**config.mk**
```make
export PLATFORM = sky130hd
export DESIGN_NAME = rcod_refout
export DESIGN_NICKNAME = d
export VERILOG_FILES = /design/src/rtl/rcod_pkg.sv /design/src/rtl/rcod_div_if.sv /design/src/rtl/rcod_divider.sv /design/src/rtl/rcod_refout.sv
export SDC_FILE = /design/constraint.sdc
export NUM_CORES = 1
export LEC_CHECK = 0
export BUFFER_PORTS_ARGS = -buffer_cell sky130_fd_sc_hd__buf_2
export CAP_MARGIN = 40
export CORE_ASPECT_RATIO = 0.75
export CORE_UTILIZATION = 53
export CTS_CLUSTER_DIAMETER = 60
export DETAILED_ROUTE_END_ITERATION = 8
export MAX_ROUTING_LAYER = met4
export PLACE_DENSITY = 0.83
export SLEW_MARGIN = 20
export SYNTH_ARGS = -nofsm -noshare
export SYNTH_HDL_FRONTEND = slang
export SYNTH_SLANG_ARGS = --single-unit
```
**constraint.sdc**
```tcl
create_clock -name i_clk -period 3.3 [get_ports i_clk]
set_input_delay 0.33 -clock i_clk [delete_from_list [all_inputs] [get_ports i_clk]]
set_output_delay 0.33 -clock i_clk [all_outputs]
set_load 0.02 [all_outputs]
```
**src/rtl/rcod_pkg.sv**
```systemverilog
`default_nettype none
package rcod_pkg;
    // register indices
    localparam logic [3:0] ADDR_CTRL_LOW = 4'h0;
    localparam logic [3:0] ADDR_CTRL_HIGH = 4'h1;
    localparam logic [3:0] ADDR_OSC_CTRL = 4'h2;
    // low control register field positions
    localparam int BIT_ENABLE = 15;
    localparam int BIT_IDLE_STOP = 13;
    localparam int BIT_PIN_DRIVE = 12;
    localparam int BIT_SLEEP_RUN = 11;
    localparam int BIT_SWITCH = 9;
    localparam int BIT_ACTIVE = 8;
    localparam logic [15:0] LOW_WRITE_MASK = 16'hb80f;
    localparam logic [15:0] HIGH_WRITE_MASK = 16'h7fff;
    // oscillator control register field positions
    localparam int BIT_OSC_MANUAL = 0;
    localparam int BIT_OSC_RUNNING = 1;
    localparam int BIT_OSC_PIN_SEL = 2;
    localparam int BIT_OSC_DRIVE = 3;
    // reset values
    localparam logic [15:0] RESET_CTRL_LOW = 16'h0000;
    localparam logic [14:0] RESET_DIVISOR = 15'h0000;
    // source selector codes
    typedef enum logic [3:0] {
        SRC_MAIN = 4'b0000,
        SRC_SYS_HALF = 4'b0001,
        SRC_PRIMARY = 4'b0010,
        SRC_FAST_RC = 4'b0011,
        SRC_LOW_POWER_RC = 4'b0100,
        SRC_LOW_SPEED = 4'b0101,
        SRC_PLL = 4'b0110,
        SRC_EXT_PIN = 4'b1000
    } rcod_src_t;
    localparam int NUM_SOURCES = 7;
    // low speed oscillator start-up times, in microseconds at 100 MHz
    // short values keep a start-up wait brief; a slow crystal needs them raised
    localparam int OSC_START_HIGH_US = 10;
    localparam int OSC_START_LOW_US = 20;
    localparam int CLK_MHZ = 100;
    localparam int OSC_START_HIGH_CYC = OSC_START_HIGH_US * CLK_MHZ;
    localparam int OSC_START_LOW_CYC = OSC_START_LOW_US * CLK_MHZ;
endpackage
`default_nettype wire

```
**src/rtl/rcod_div_if.sv**
```systemverilog
`default_nettype none
// link between register core and divider
interface rcod_div_if;
    logic run;
    logic base_tick;
    logic base_level;
    logic [14:0] divisor;
    logic switch_req;
    logic switch_done;
    logic clk_out;
    modport core (output run, base_tick, base_level, divisor, switch_req, input switch_done, clk_out);
    modport div (input run, base_tick, base_level, divisor, switch_req, output switch_done, clk_out);
endinterface
`default_nettype wire

```
**src/rtl/rcod_divider.sv**
```systemverilog
`default_nettype none
module rcod_divider (
    input wire logic i_clk,
    input wire logic i_rst,
    rcod_div_if.div bus
);
    import rcod_pkg::*;

    typedef struct packed {
        logic [14:0] active_div;
        logic [14:0] count;
        logic out;
        logic done;
    } rcod_div_state_t;

    rcod_div_state_t st_reg;
    rcod_div_state_t st_next;

    ////////////////////////////////////////////////////////////////////////////
    // half-period counter on base clock rising edges
    always_comb begin
        st_next = st_reg;
        st_next.done = 1'b0;
        if (!bus.run) begin
            st_next.out = 1'b0;
            st_next.count = 15'h0000;
            // idle divider takes a new divisor at once, nothing to glitch;
            // the request is still seen the cycle after done, so swap only once
            if (bus.switch_req && !st_reg.done) begin
                st_next.active_div = bus.divisor;
                st_next.done = 1'b1;
            end
        end else if (st_reg.active_div == 15'h0000) begin
            st_next.out = bus.base_level;
            if (bus.switch_req && bus.base_tick) begin
                st_next.active_div = bus.divisor;
                st_next.done = 1'b1;
            end
        end else if (bus.base_tick) begin
            if (st_reg.count + 15'h0001 >= st_reg.active_div) begin
                st_next.count = 15'h0000;
                st_next.out = ~st_reg.out;
                // swap only at end of a high half: low then high is one full period
                if (st_reg.out && bus.switch_req) begin
                    st_next.active_div = bus.divisor;
                    st_next.done = 1'b1;
                end
            end else begin
                st_next.count = st_reg.count + 15'h0001;
            end
        end
    end

    always_ff @(posedge i_clk or posedge i_rst) begin
        if (i_rst) begin
            st_reg <= '0;
        end else begin
            st_reg <= st_next;
        end
    end

    assign bus.clk_out = st_reg.out;
    assign bus.switch_done = st_reg.done;
endmodule
`default_nettype wire

```
**src/rtl/rcod_refout.sv**
```systemverilog
`default_nettype none
// How it works
// - enable bit 15 of low control turns the generator on or off
// - idle-stop bit halts the generator while the device idles
// - pin-drive bit gates the divided clock onto the output pin
// - sleep-run bit keeps the generator running in sleep, else it stops
// - switch bit set by software, reads one until hardware finishes the swap
// - read-only active flag mirrors the enable bit, even while halted in idle or sleep; resets to zero
// - four-bit selector picks one of seven sources or the external pin
// - divisor gives the output half-period in base clock cycles
// - divisor zero passes the base clock through undivided
// - unimplemented bits ignore writes and read zero
// - a peripheral request starts the low speed oscillator automatically
// - manual-start bit starts the low speed oscillator ahead of demand
// - pin-select strap must be one, else oscillator pins are digital
// - drive-level strap picks high drive or slower low-power start
// - clearing enable clears active; disable only after active reads one
module rcod_refout (
    input wire logic i_clk,
    input wire logic i_rst,
    input wire logic [3:0] i_addr,
    input wire logic [15:0] i_wdata,
    input wire logic i_wr,
    input wire logic i_rd,
    output logic [15:0] o_rdata,
    input wire logic [rcod_pkg::NUM_SOURCES-1:0] i_src_clk,
    input wire logic i_reference_input_pin,
    input wire logic i_idle_mode,
    input wire logic i_sleep_mode,
    input wire logic i_osc_periph_request,
    input wire logic i_osc_pin_select,
    input wire logic i_osc_drive_level,
    output logic o_osc_enable,
    output logic o_osc_ready,
    output logic o_osc_pins_digital,
    output logic o_reference_clock_pin,
    output logic o_reference_clock_pin_oe
);
    import rcod_pkg::*;

    typedef struct packed {
        logic enable;
        logic idle_stop;
        logic pin_drive;
        logic sleep_run;
        logic switch_busy;
        logic [3:0] source;
        logic [14:0] divisor;
        logic osc_manual;
        logic osc_pin_sel;
        logic osc_drive;
        logic strap_taken;
        logic [27:0] osc_timer;
        logic osc_ready;
        logic [NUM_SOURCES:0] sync1;
        logic [NUM_SOURCES:0] sync2;
        logic base_prev;
        logic pin_out;
        logic pin_oe;
        logic [15:0] rdata;
    } rcod_state_t;

    rcod_state_t st_reg;
    rcod_state_t st_next;
    rcod_div_if div_bus ();

    logic [NUM_SOURCES:0] raw_in;
    logic base_level;
    logic run;
    logic osc_on;
    logic [15:0] low_view;

    ////////////////////////////////////////////////////////////////////////////
    // source selection; every source is sampled on i_clk, so the highest usable
    // source rate is well under half of i_clk
    assign raw_in = {i_reference_input_pin, i_src_clk};

    always_comb begin
        case (rcod_src_t'(st_reg.source))
            SRC_MAIN: base_level = st_reg.sync2[0];
            SRC_SYS_HALF: base_level = st_reg.sync2[1];
            SRC_PRIMARY: base_level = st_reg.sync2[2];
            SRC_FAST_RC: base_level = st_reg.sync2[3];
            SRC_LOW_POWER_RC: base_level = st_reg.sync2[4];
            SRC_LOW_SPEED: base_level = st_reg.sync2[5] & st_reg.osc_ready & st_reg.osc_pin_sel;
            SRC_PLL: base_level = st_reg.sync2[6];
            SRC_EXT_PIN: base_level = st_reg.sync2[NUM_SOURCES];
            default: base_level = 1'b0; // reserved codes give no clock
        endcase
    end

    // generator runs when enabled and not halted by a power mode
    assign run = st_reg.enable
        && !(i_idle_mode && st_reg.idle_stop)
        && !(i_sleep_mode && !st_reg.sleep_run);

    // oscillator on by demand or manual start, only with pins assigned to it
    assign osc_on = st_reg.osc_pin_sel
        && (i_osc_periph_request
        || st_reg.osc_manual);

    assign low_view = {st_reg.enable, 1'b0, st_reg.idle_stop, st_reg.pin_drive, st_reg.sleep_run, 1'b0,
        st_reg.switch_busy, st_reg.enable, 4'h0, st_reg.source};

    assign div_bus.run = run;
    assign div_bus.base_level = base_level;
    assign div_bus.base_tick = base_level & ~st_reg.base_prev;
    assign div_bus.divisor = st_reg.divisor;
    assign div_bus.switch_req = st_reg.switch_busy;

    rcod_divider u_divider (
        .i_clk(i_clk),
        .i_rst(i_rst),
        .bus(div_bus)
    );

    ////////////////////////////////////////////////////////////////////////////
    // next state: registers, oscillator start-up, pin drive
    always_comb begin
        st_next = st_reg;
        st_next.sync1 = raw_in;
        st_next.sync2 = st_reg.sync1;
        st_next.base_prev = base_level;
        // straps caught once after reset release
        if (!st_reg.strap_taken) begin
            st_next.strap_taken = 1'b1;
            st_next.osc_pin_sel = i_osc_pin_select;
            st_next.osc_drive = i_osc_drive_level;
        end
        // start-up wait; low drive level takes longer
        if (!osc_on) begin
            st_next.osc_timer = 28'h000_0000;
            st_next.osc_ready = 1'b0;
        end else if (!st_reg.osc_ready) begin
            if (st_reg.osc_timer >= (st_reg.osc_drive ? 28'(OSC_START_LOW_CYC) : 28'(OSC_START_HIGH_CYC))) begin
                st_next.osc_ready = 1'b1;
            end else begin
                st_next.osc_timer = st_reg.osc_timer + 28'h000_0001;
            end
        end
        // hardware clears the switch bit when the divider reports done
        if (div_bus.switch_done) begin
            st_next.switch_busy = 1'b0;
        end
        if (i_wr) begin
            if (i_addr == ADDR_CTRL_LOW) begin
                st_next.enable = i_wdata[BIT_ENABLE];
                st_next.idle_stop = i_wdata[BIT_IDLE_STOP];
                st_next.pin_drive = i_wdata[BIT_PIN_DRIVE];
                st_next.sleep_run = i_wdata[BIT_SLEEP_RUN];
                st_next.source = i_wdata[3:0];
                // only a one starts a switch; a set wins over the done clear
                if (i_wdata[BIT_SWITCH]) begin
                    st_next.switch_busy = 1'b1;
                end
            end else if (i_addr == ADDR_CTRL_HIGH) begin
                st_next.divisor = i_wdata[14:0];
            end else if (i_addr == ADDR_OSC_CTRL) begin
                st_next.osc_manual = i_wdata[BIT_OSC_MANUAL];
            end
        end
        // read data stand the cycle after the strobe only
        st_next.rdata = 16'h0000;
        if (i_rd) begin
            if (i_addr == ADDR_CTRL_LOW) begin
                st_next.rdata = low_view & (LOW_WRITE_MASK | 16'h0300);
            end else if (i_addr == ADDR_CTRL_HIGH) begin
                st_next.rdata = {1'b0, st_reg.divisor};
            end else if (i_addr == ADDR_OSC_CTRL) begin
                st_next.rdata = {12'h000, st_reg.osc_drive, st_reg.osc_pin_sel, st_reg.osc_ready,
                    st_reg.osc_manual};
            end else begin
                st_next.rdata = 16'h0000; // unmapped reads zero
            end
        end
        // registered pin: driven only when enabled for output
        st_next.pin_oe = st_reg.pin_drive & st_reg.enable;
        st_next.pin_out = st_reg.pin_drive & div_bus.clk_out;
    end

    always_ff @(posedge i_clk or posedge i_rst) begin
        if (i_rst) begin
            st_reg <= '0;
        end else begin
            st_reg <= st_next;
        end
    end

    ////////////////////////////////////////////////////////////////////////////
    // outputs
    assign o_rdata = st_reg.rdata;
    assign o_reference_clock_pin = st_reg.pin_out;
    assign o_reference_clock_pin_oe = st_reg.pin_oe;
    assign o_osc_enable = osc_on;
    assign o_osc_ready = st_reg.osc_ready;
    assign o_osc_pins_digital = ~st_reg.osc_pin_sel;
endmodule
`default_nettype wire

```
==> key figures <==
Status
  – Status: finished, violations left
  – Failing checks: negative hold slack

Finish
  – Register area: 0.00311 mm2
  – Area growth syn-to-layout: 26.1%
  – Non-filler cells in the finished layout: 723
  – Net count, final: 632
  – Filler Cells Inserted: 661
  – Area taken by multi-input logic gates: 0.00248 mm2
  – Util after Layout: 69.0%
  – Layout cell share with drive strength beyond 1: about a third
  – Max reg flops: 41
  – Post-route cell area: 0.00710 mm2

STA
  – Max Slew Vio Count: 0
  – Actual slew at the worst max-slew pin: 814 ps
  – Clock skew: around 6.5 ps
  – FMAX: 0.306 GHz
  – Fin crit share: roughly 100%
  – Relative slew margins: a little under half
  – RSZ-0062 raised after global routing: yes
  – Min Tclk post-route: roughly 3300 ps
  – Final setup viols: 0
  – Hold Vio Cnt, Final: 26
  – Setup ws final: 33.1 ps
  – Hold slack: -5.71 ps

CTS
  – Clk root buf: clkbuf_16
  – CTS sink cnt: 124
  – Clock-pin slew on the worst setup and hold paths: 60 ps
  – Clock buffer depth: 2
  – Htree depth: 4
  – Later-pin clock latency in the skew report: 410 ps
  – CTS tree: yes
  – Num CTS Buffers: 17

Drt
  – Final wirelength: 13.5 mm
  – Antenna Violating Nets Remaining: 0
  – Avg WL per Cell: approximately 19 um
  – DR pass1 iterations: 7
  – Vias/cell: 5.79
  – Drt first-iter violations: 238
  – DR DRC count: 0
  – DR vias: around 4200

Logic synthesis
  – Post-synth EDFFs: 0
  – Synth Warn #: 0
  – Sequential area share after synthesis: 55.1%
  – Post-Synthesis Cells: roughly 490
  – Syn nets: 545
  – Post-synth top flop: dfrtp_1
  – Seq cells post-synth: 124
  – Synth async-reset ratio: 100%
  – Syn avg cell area: between 10 and 15 um2
  – Synth cell types: between 40 and 50
  – Post-synthesis cell area: 0.00563 mm2

Power
  – PwrDens: 657 mW/mm2
  – Max VDD drop: a little over 400 uV
  – Leak pwr: 3.46 nW
  – Final Total Pwr: 4.66 mW

Floorplan
  – Die area: 0.0110 mm2
  – Core area: between 0.01 and 0.015 mm2
  – Die extent in y: 91.3 um
  – Rows: 32
  – Initial Util: 54.7%
  – # IOs: 58
  – Die width: approximately 120 um

Placed design
  – DP Worst Slack: -79.7 ps
  – IO Port Bufs: 57
  – Placer Congestion: 0.853
  – Area post-placement: 0.00611 mm2
  – DPL Wire Length: 8.43 mm
  – Dpl cells: ~670

Critical path
  – Setup Crit Path Kind: reg -> reg
  – CP Max Fanout: 6
  – CP Launch Type: flop
  – Worst EP arrival: 3560 ps
  – Crit. End Element: flop
  – Slack of the worst reg-to-reg path: 30 ps
  – Critical Path RT: 3600 ps

Global route
  – Largest net degree at the start of global routing: 47
  – Antenna violations before repair: 1
  – Vias in the first global route: 4132
  – Global-route wire length before repair: 21.1 mm
  – Grt ovf: 0
  – GRT Total Usage: 26.4%

Hold path
  – Hold/Removal Path Class: in -> async

Job
  – Max_cap viols: 0
## final cells by class
class	instances	share of cell area, %
Sequential cell	124	43.8
Multi-Input combinational cell	307	34.9
Timing Repair Buffer	94	8.80
Clock buffer	20	6.44
Tap cell	136	2.40
Clock inverter	12	2.05
Inverter	29	1.59
Antenna cell	1	0.0353
## synthesized netlist by cell type (11+ instances only)
cell     count  area [um2]
buf_4       17         128
nand2_1     13        48.8
ha_1        22         275
a31oi_1     11        68.8
xnor2_1     11        96.3
nor2_1      43         161
mux2i_1     11         110
mux2_2      42         473
a21oi_1     22         110
inv_1       29         109
dfrtp_1    124        3100
xor2_1      13         114
and2_1      21         131
nand4_1     12        75.1
nand3_1     17        85.1
## cell families (layout without fill, tap and decap cells)
kind of cell               count (synthesis)  count (layout)  share of synthesized area (%)
and+or+nand+nor                          145             145                           13.4
DFF                                      124             124                           55.1
AOI/OAI and AO/OA                         62              62                           7.42
buffers and inverters                     55             155                           4.98
muxes                                     53              53                           10.4
xor gates and xnor gates                  24              24                           3.73
adders and majority gates                 22              22                           4.89
other                                      1               2                         0.0666
## cells in the final DEF, fill, tap and decap left out, types with 12 or more instances in the layout
cell       Yosys  routed
dfrtp_1      124     119
buf_2          2      57
nor2_1        43      38
buf_4         17      31
inv_1         29      28
mux2_2        42      27
and2_1        21      21
ha_1          22      21
a21oi_1       22      20
clkbuf_16      0      18
mux2_4         0      15
nand3_1       17      13
nand4_1       12      12
nand2_1       13      12
xor2_1        13      12
## critical path: stages, from the launching register on
cell and delay [ps]:
dfrtp_2 440, ha_4 170, nand3_4 70, nor2_4 90, nand2_2 100, buf_4 160, nor2_1 140, xor2_1 220
ha_1 310, a21oi_1 230, o21ai_2 120, nand2b_4 90, o311ai_4 110, a21oi_2 210, a2111oi_4 60, buf_4 180
clkbuf_16 160, mux2_4 290
## worst paths after layout
path	startpoint	end	cells past startpoint
max	u_divider.st_reg[3]	u_divider.st_reg[17]	17
min	i_rst	st_reg[49]	2
max reg2reg	u_divider.st_reg[3]	u_divider.st_reg[17]	17
min reg2reg	st_next[24]	st_reg[24]	0
max in group asynchronous	i_rst	u_divider.st_reg[6]	4
min in group i_clk	i_src_clk[6]	st_next[25]	1
## routing by layer
metal / wire, um / vias up / GRT usage, % / part of all wire [%]
met5: 0 / - / - / 0
met1: 5670 / 2054 / 33.5 / 42
li1: - / 1858 / - / -
met3: 1050 / 49 / 7.54 / 7.8
met2: 6340 / 227 / 39.0 / 47
met4: 476 / 0 / 12.7 / 3.5
## where the power goes
part | internal, mW | total [mW] | leakage, nW | switching [mW]
clock | 1.22 | 1.88 | 0.288 | 0.659
sequential | 1.72 | 1.91 | 1.61 | 0.190
combinational | 0.441 | 0.878 | 1.56 | 0.437
total | 3.37 | 4.66 | 3.46 | 1.28
## repair_timing
item | CTS | global route
pin swaps | 14 | 13
gates cloned | 1 | 2
setup buffers | 12 | 8
endpoints found under the hold margin | 0 | 0
endpoints found under the setup margin | 15 | 31
gates resized for setup | 30 | 24
hold buffers | 0 | 0
## metrics by stage
stage,setup TNS (ps),hold slack [ps]
global route,-1110,8.74
global placement,0,332
detailed placement,-1070,335
CTS,-606,3.33
floorplan,0,331
finish,0,-5.71
Power figures use the tool's default switching activity.
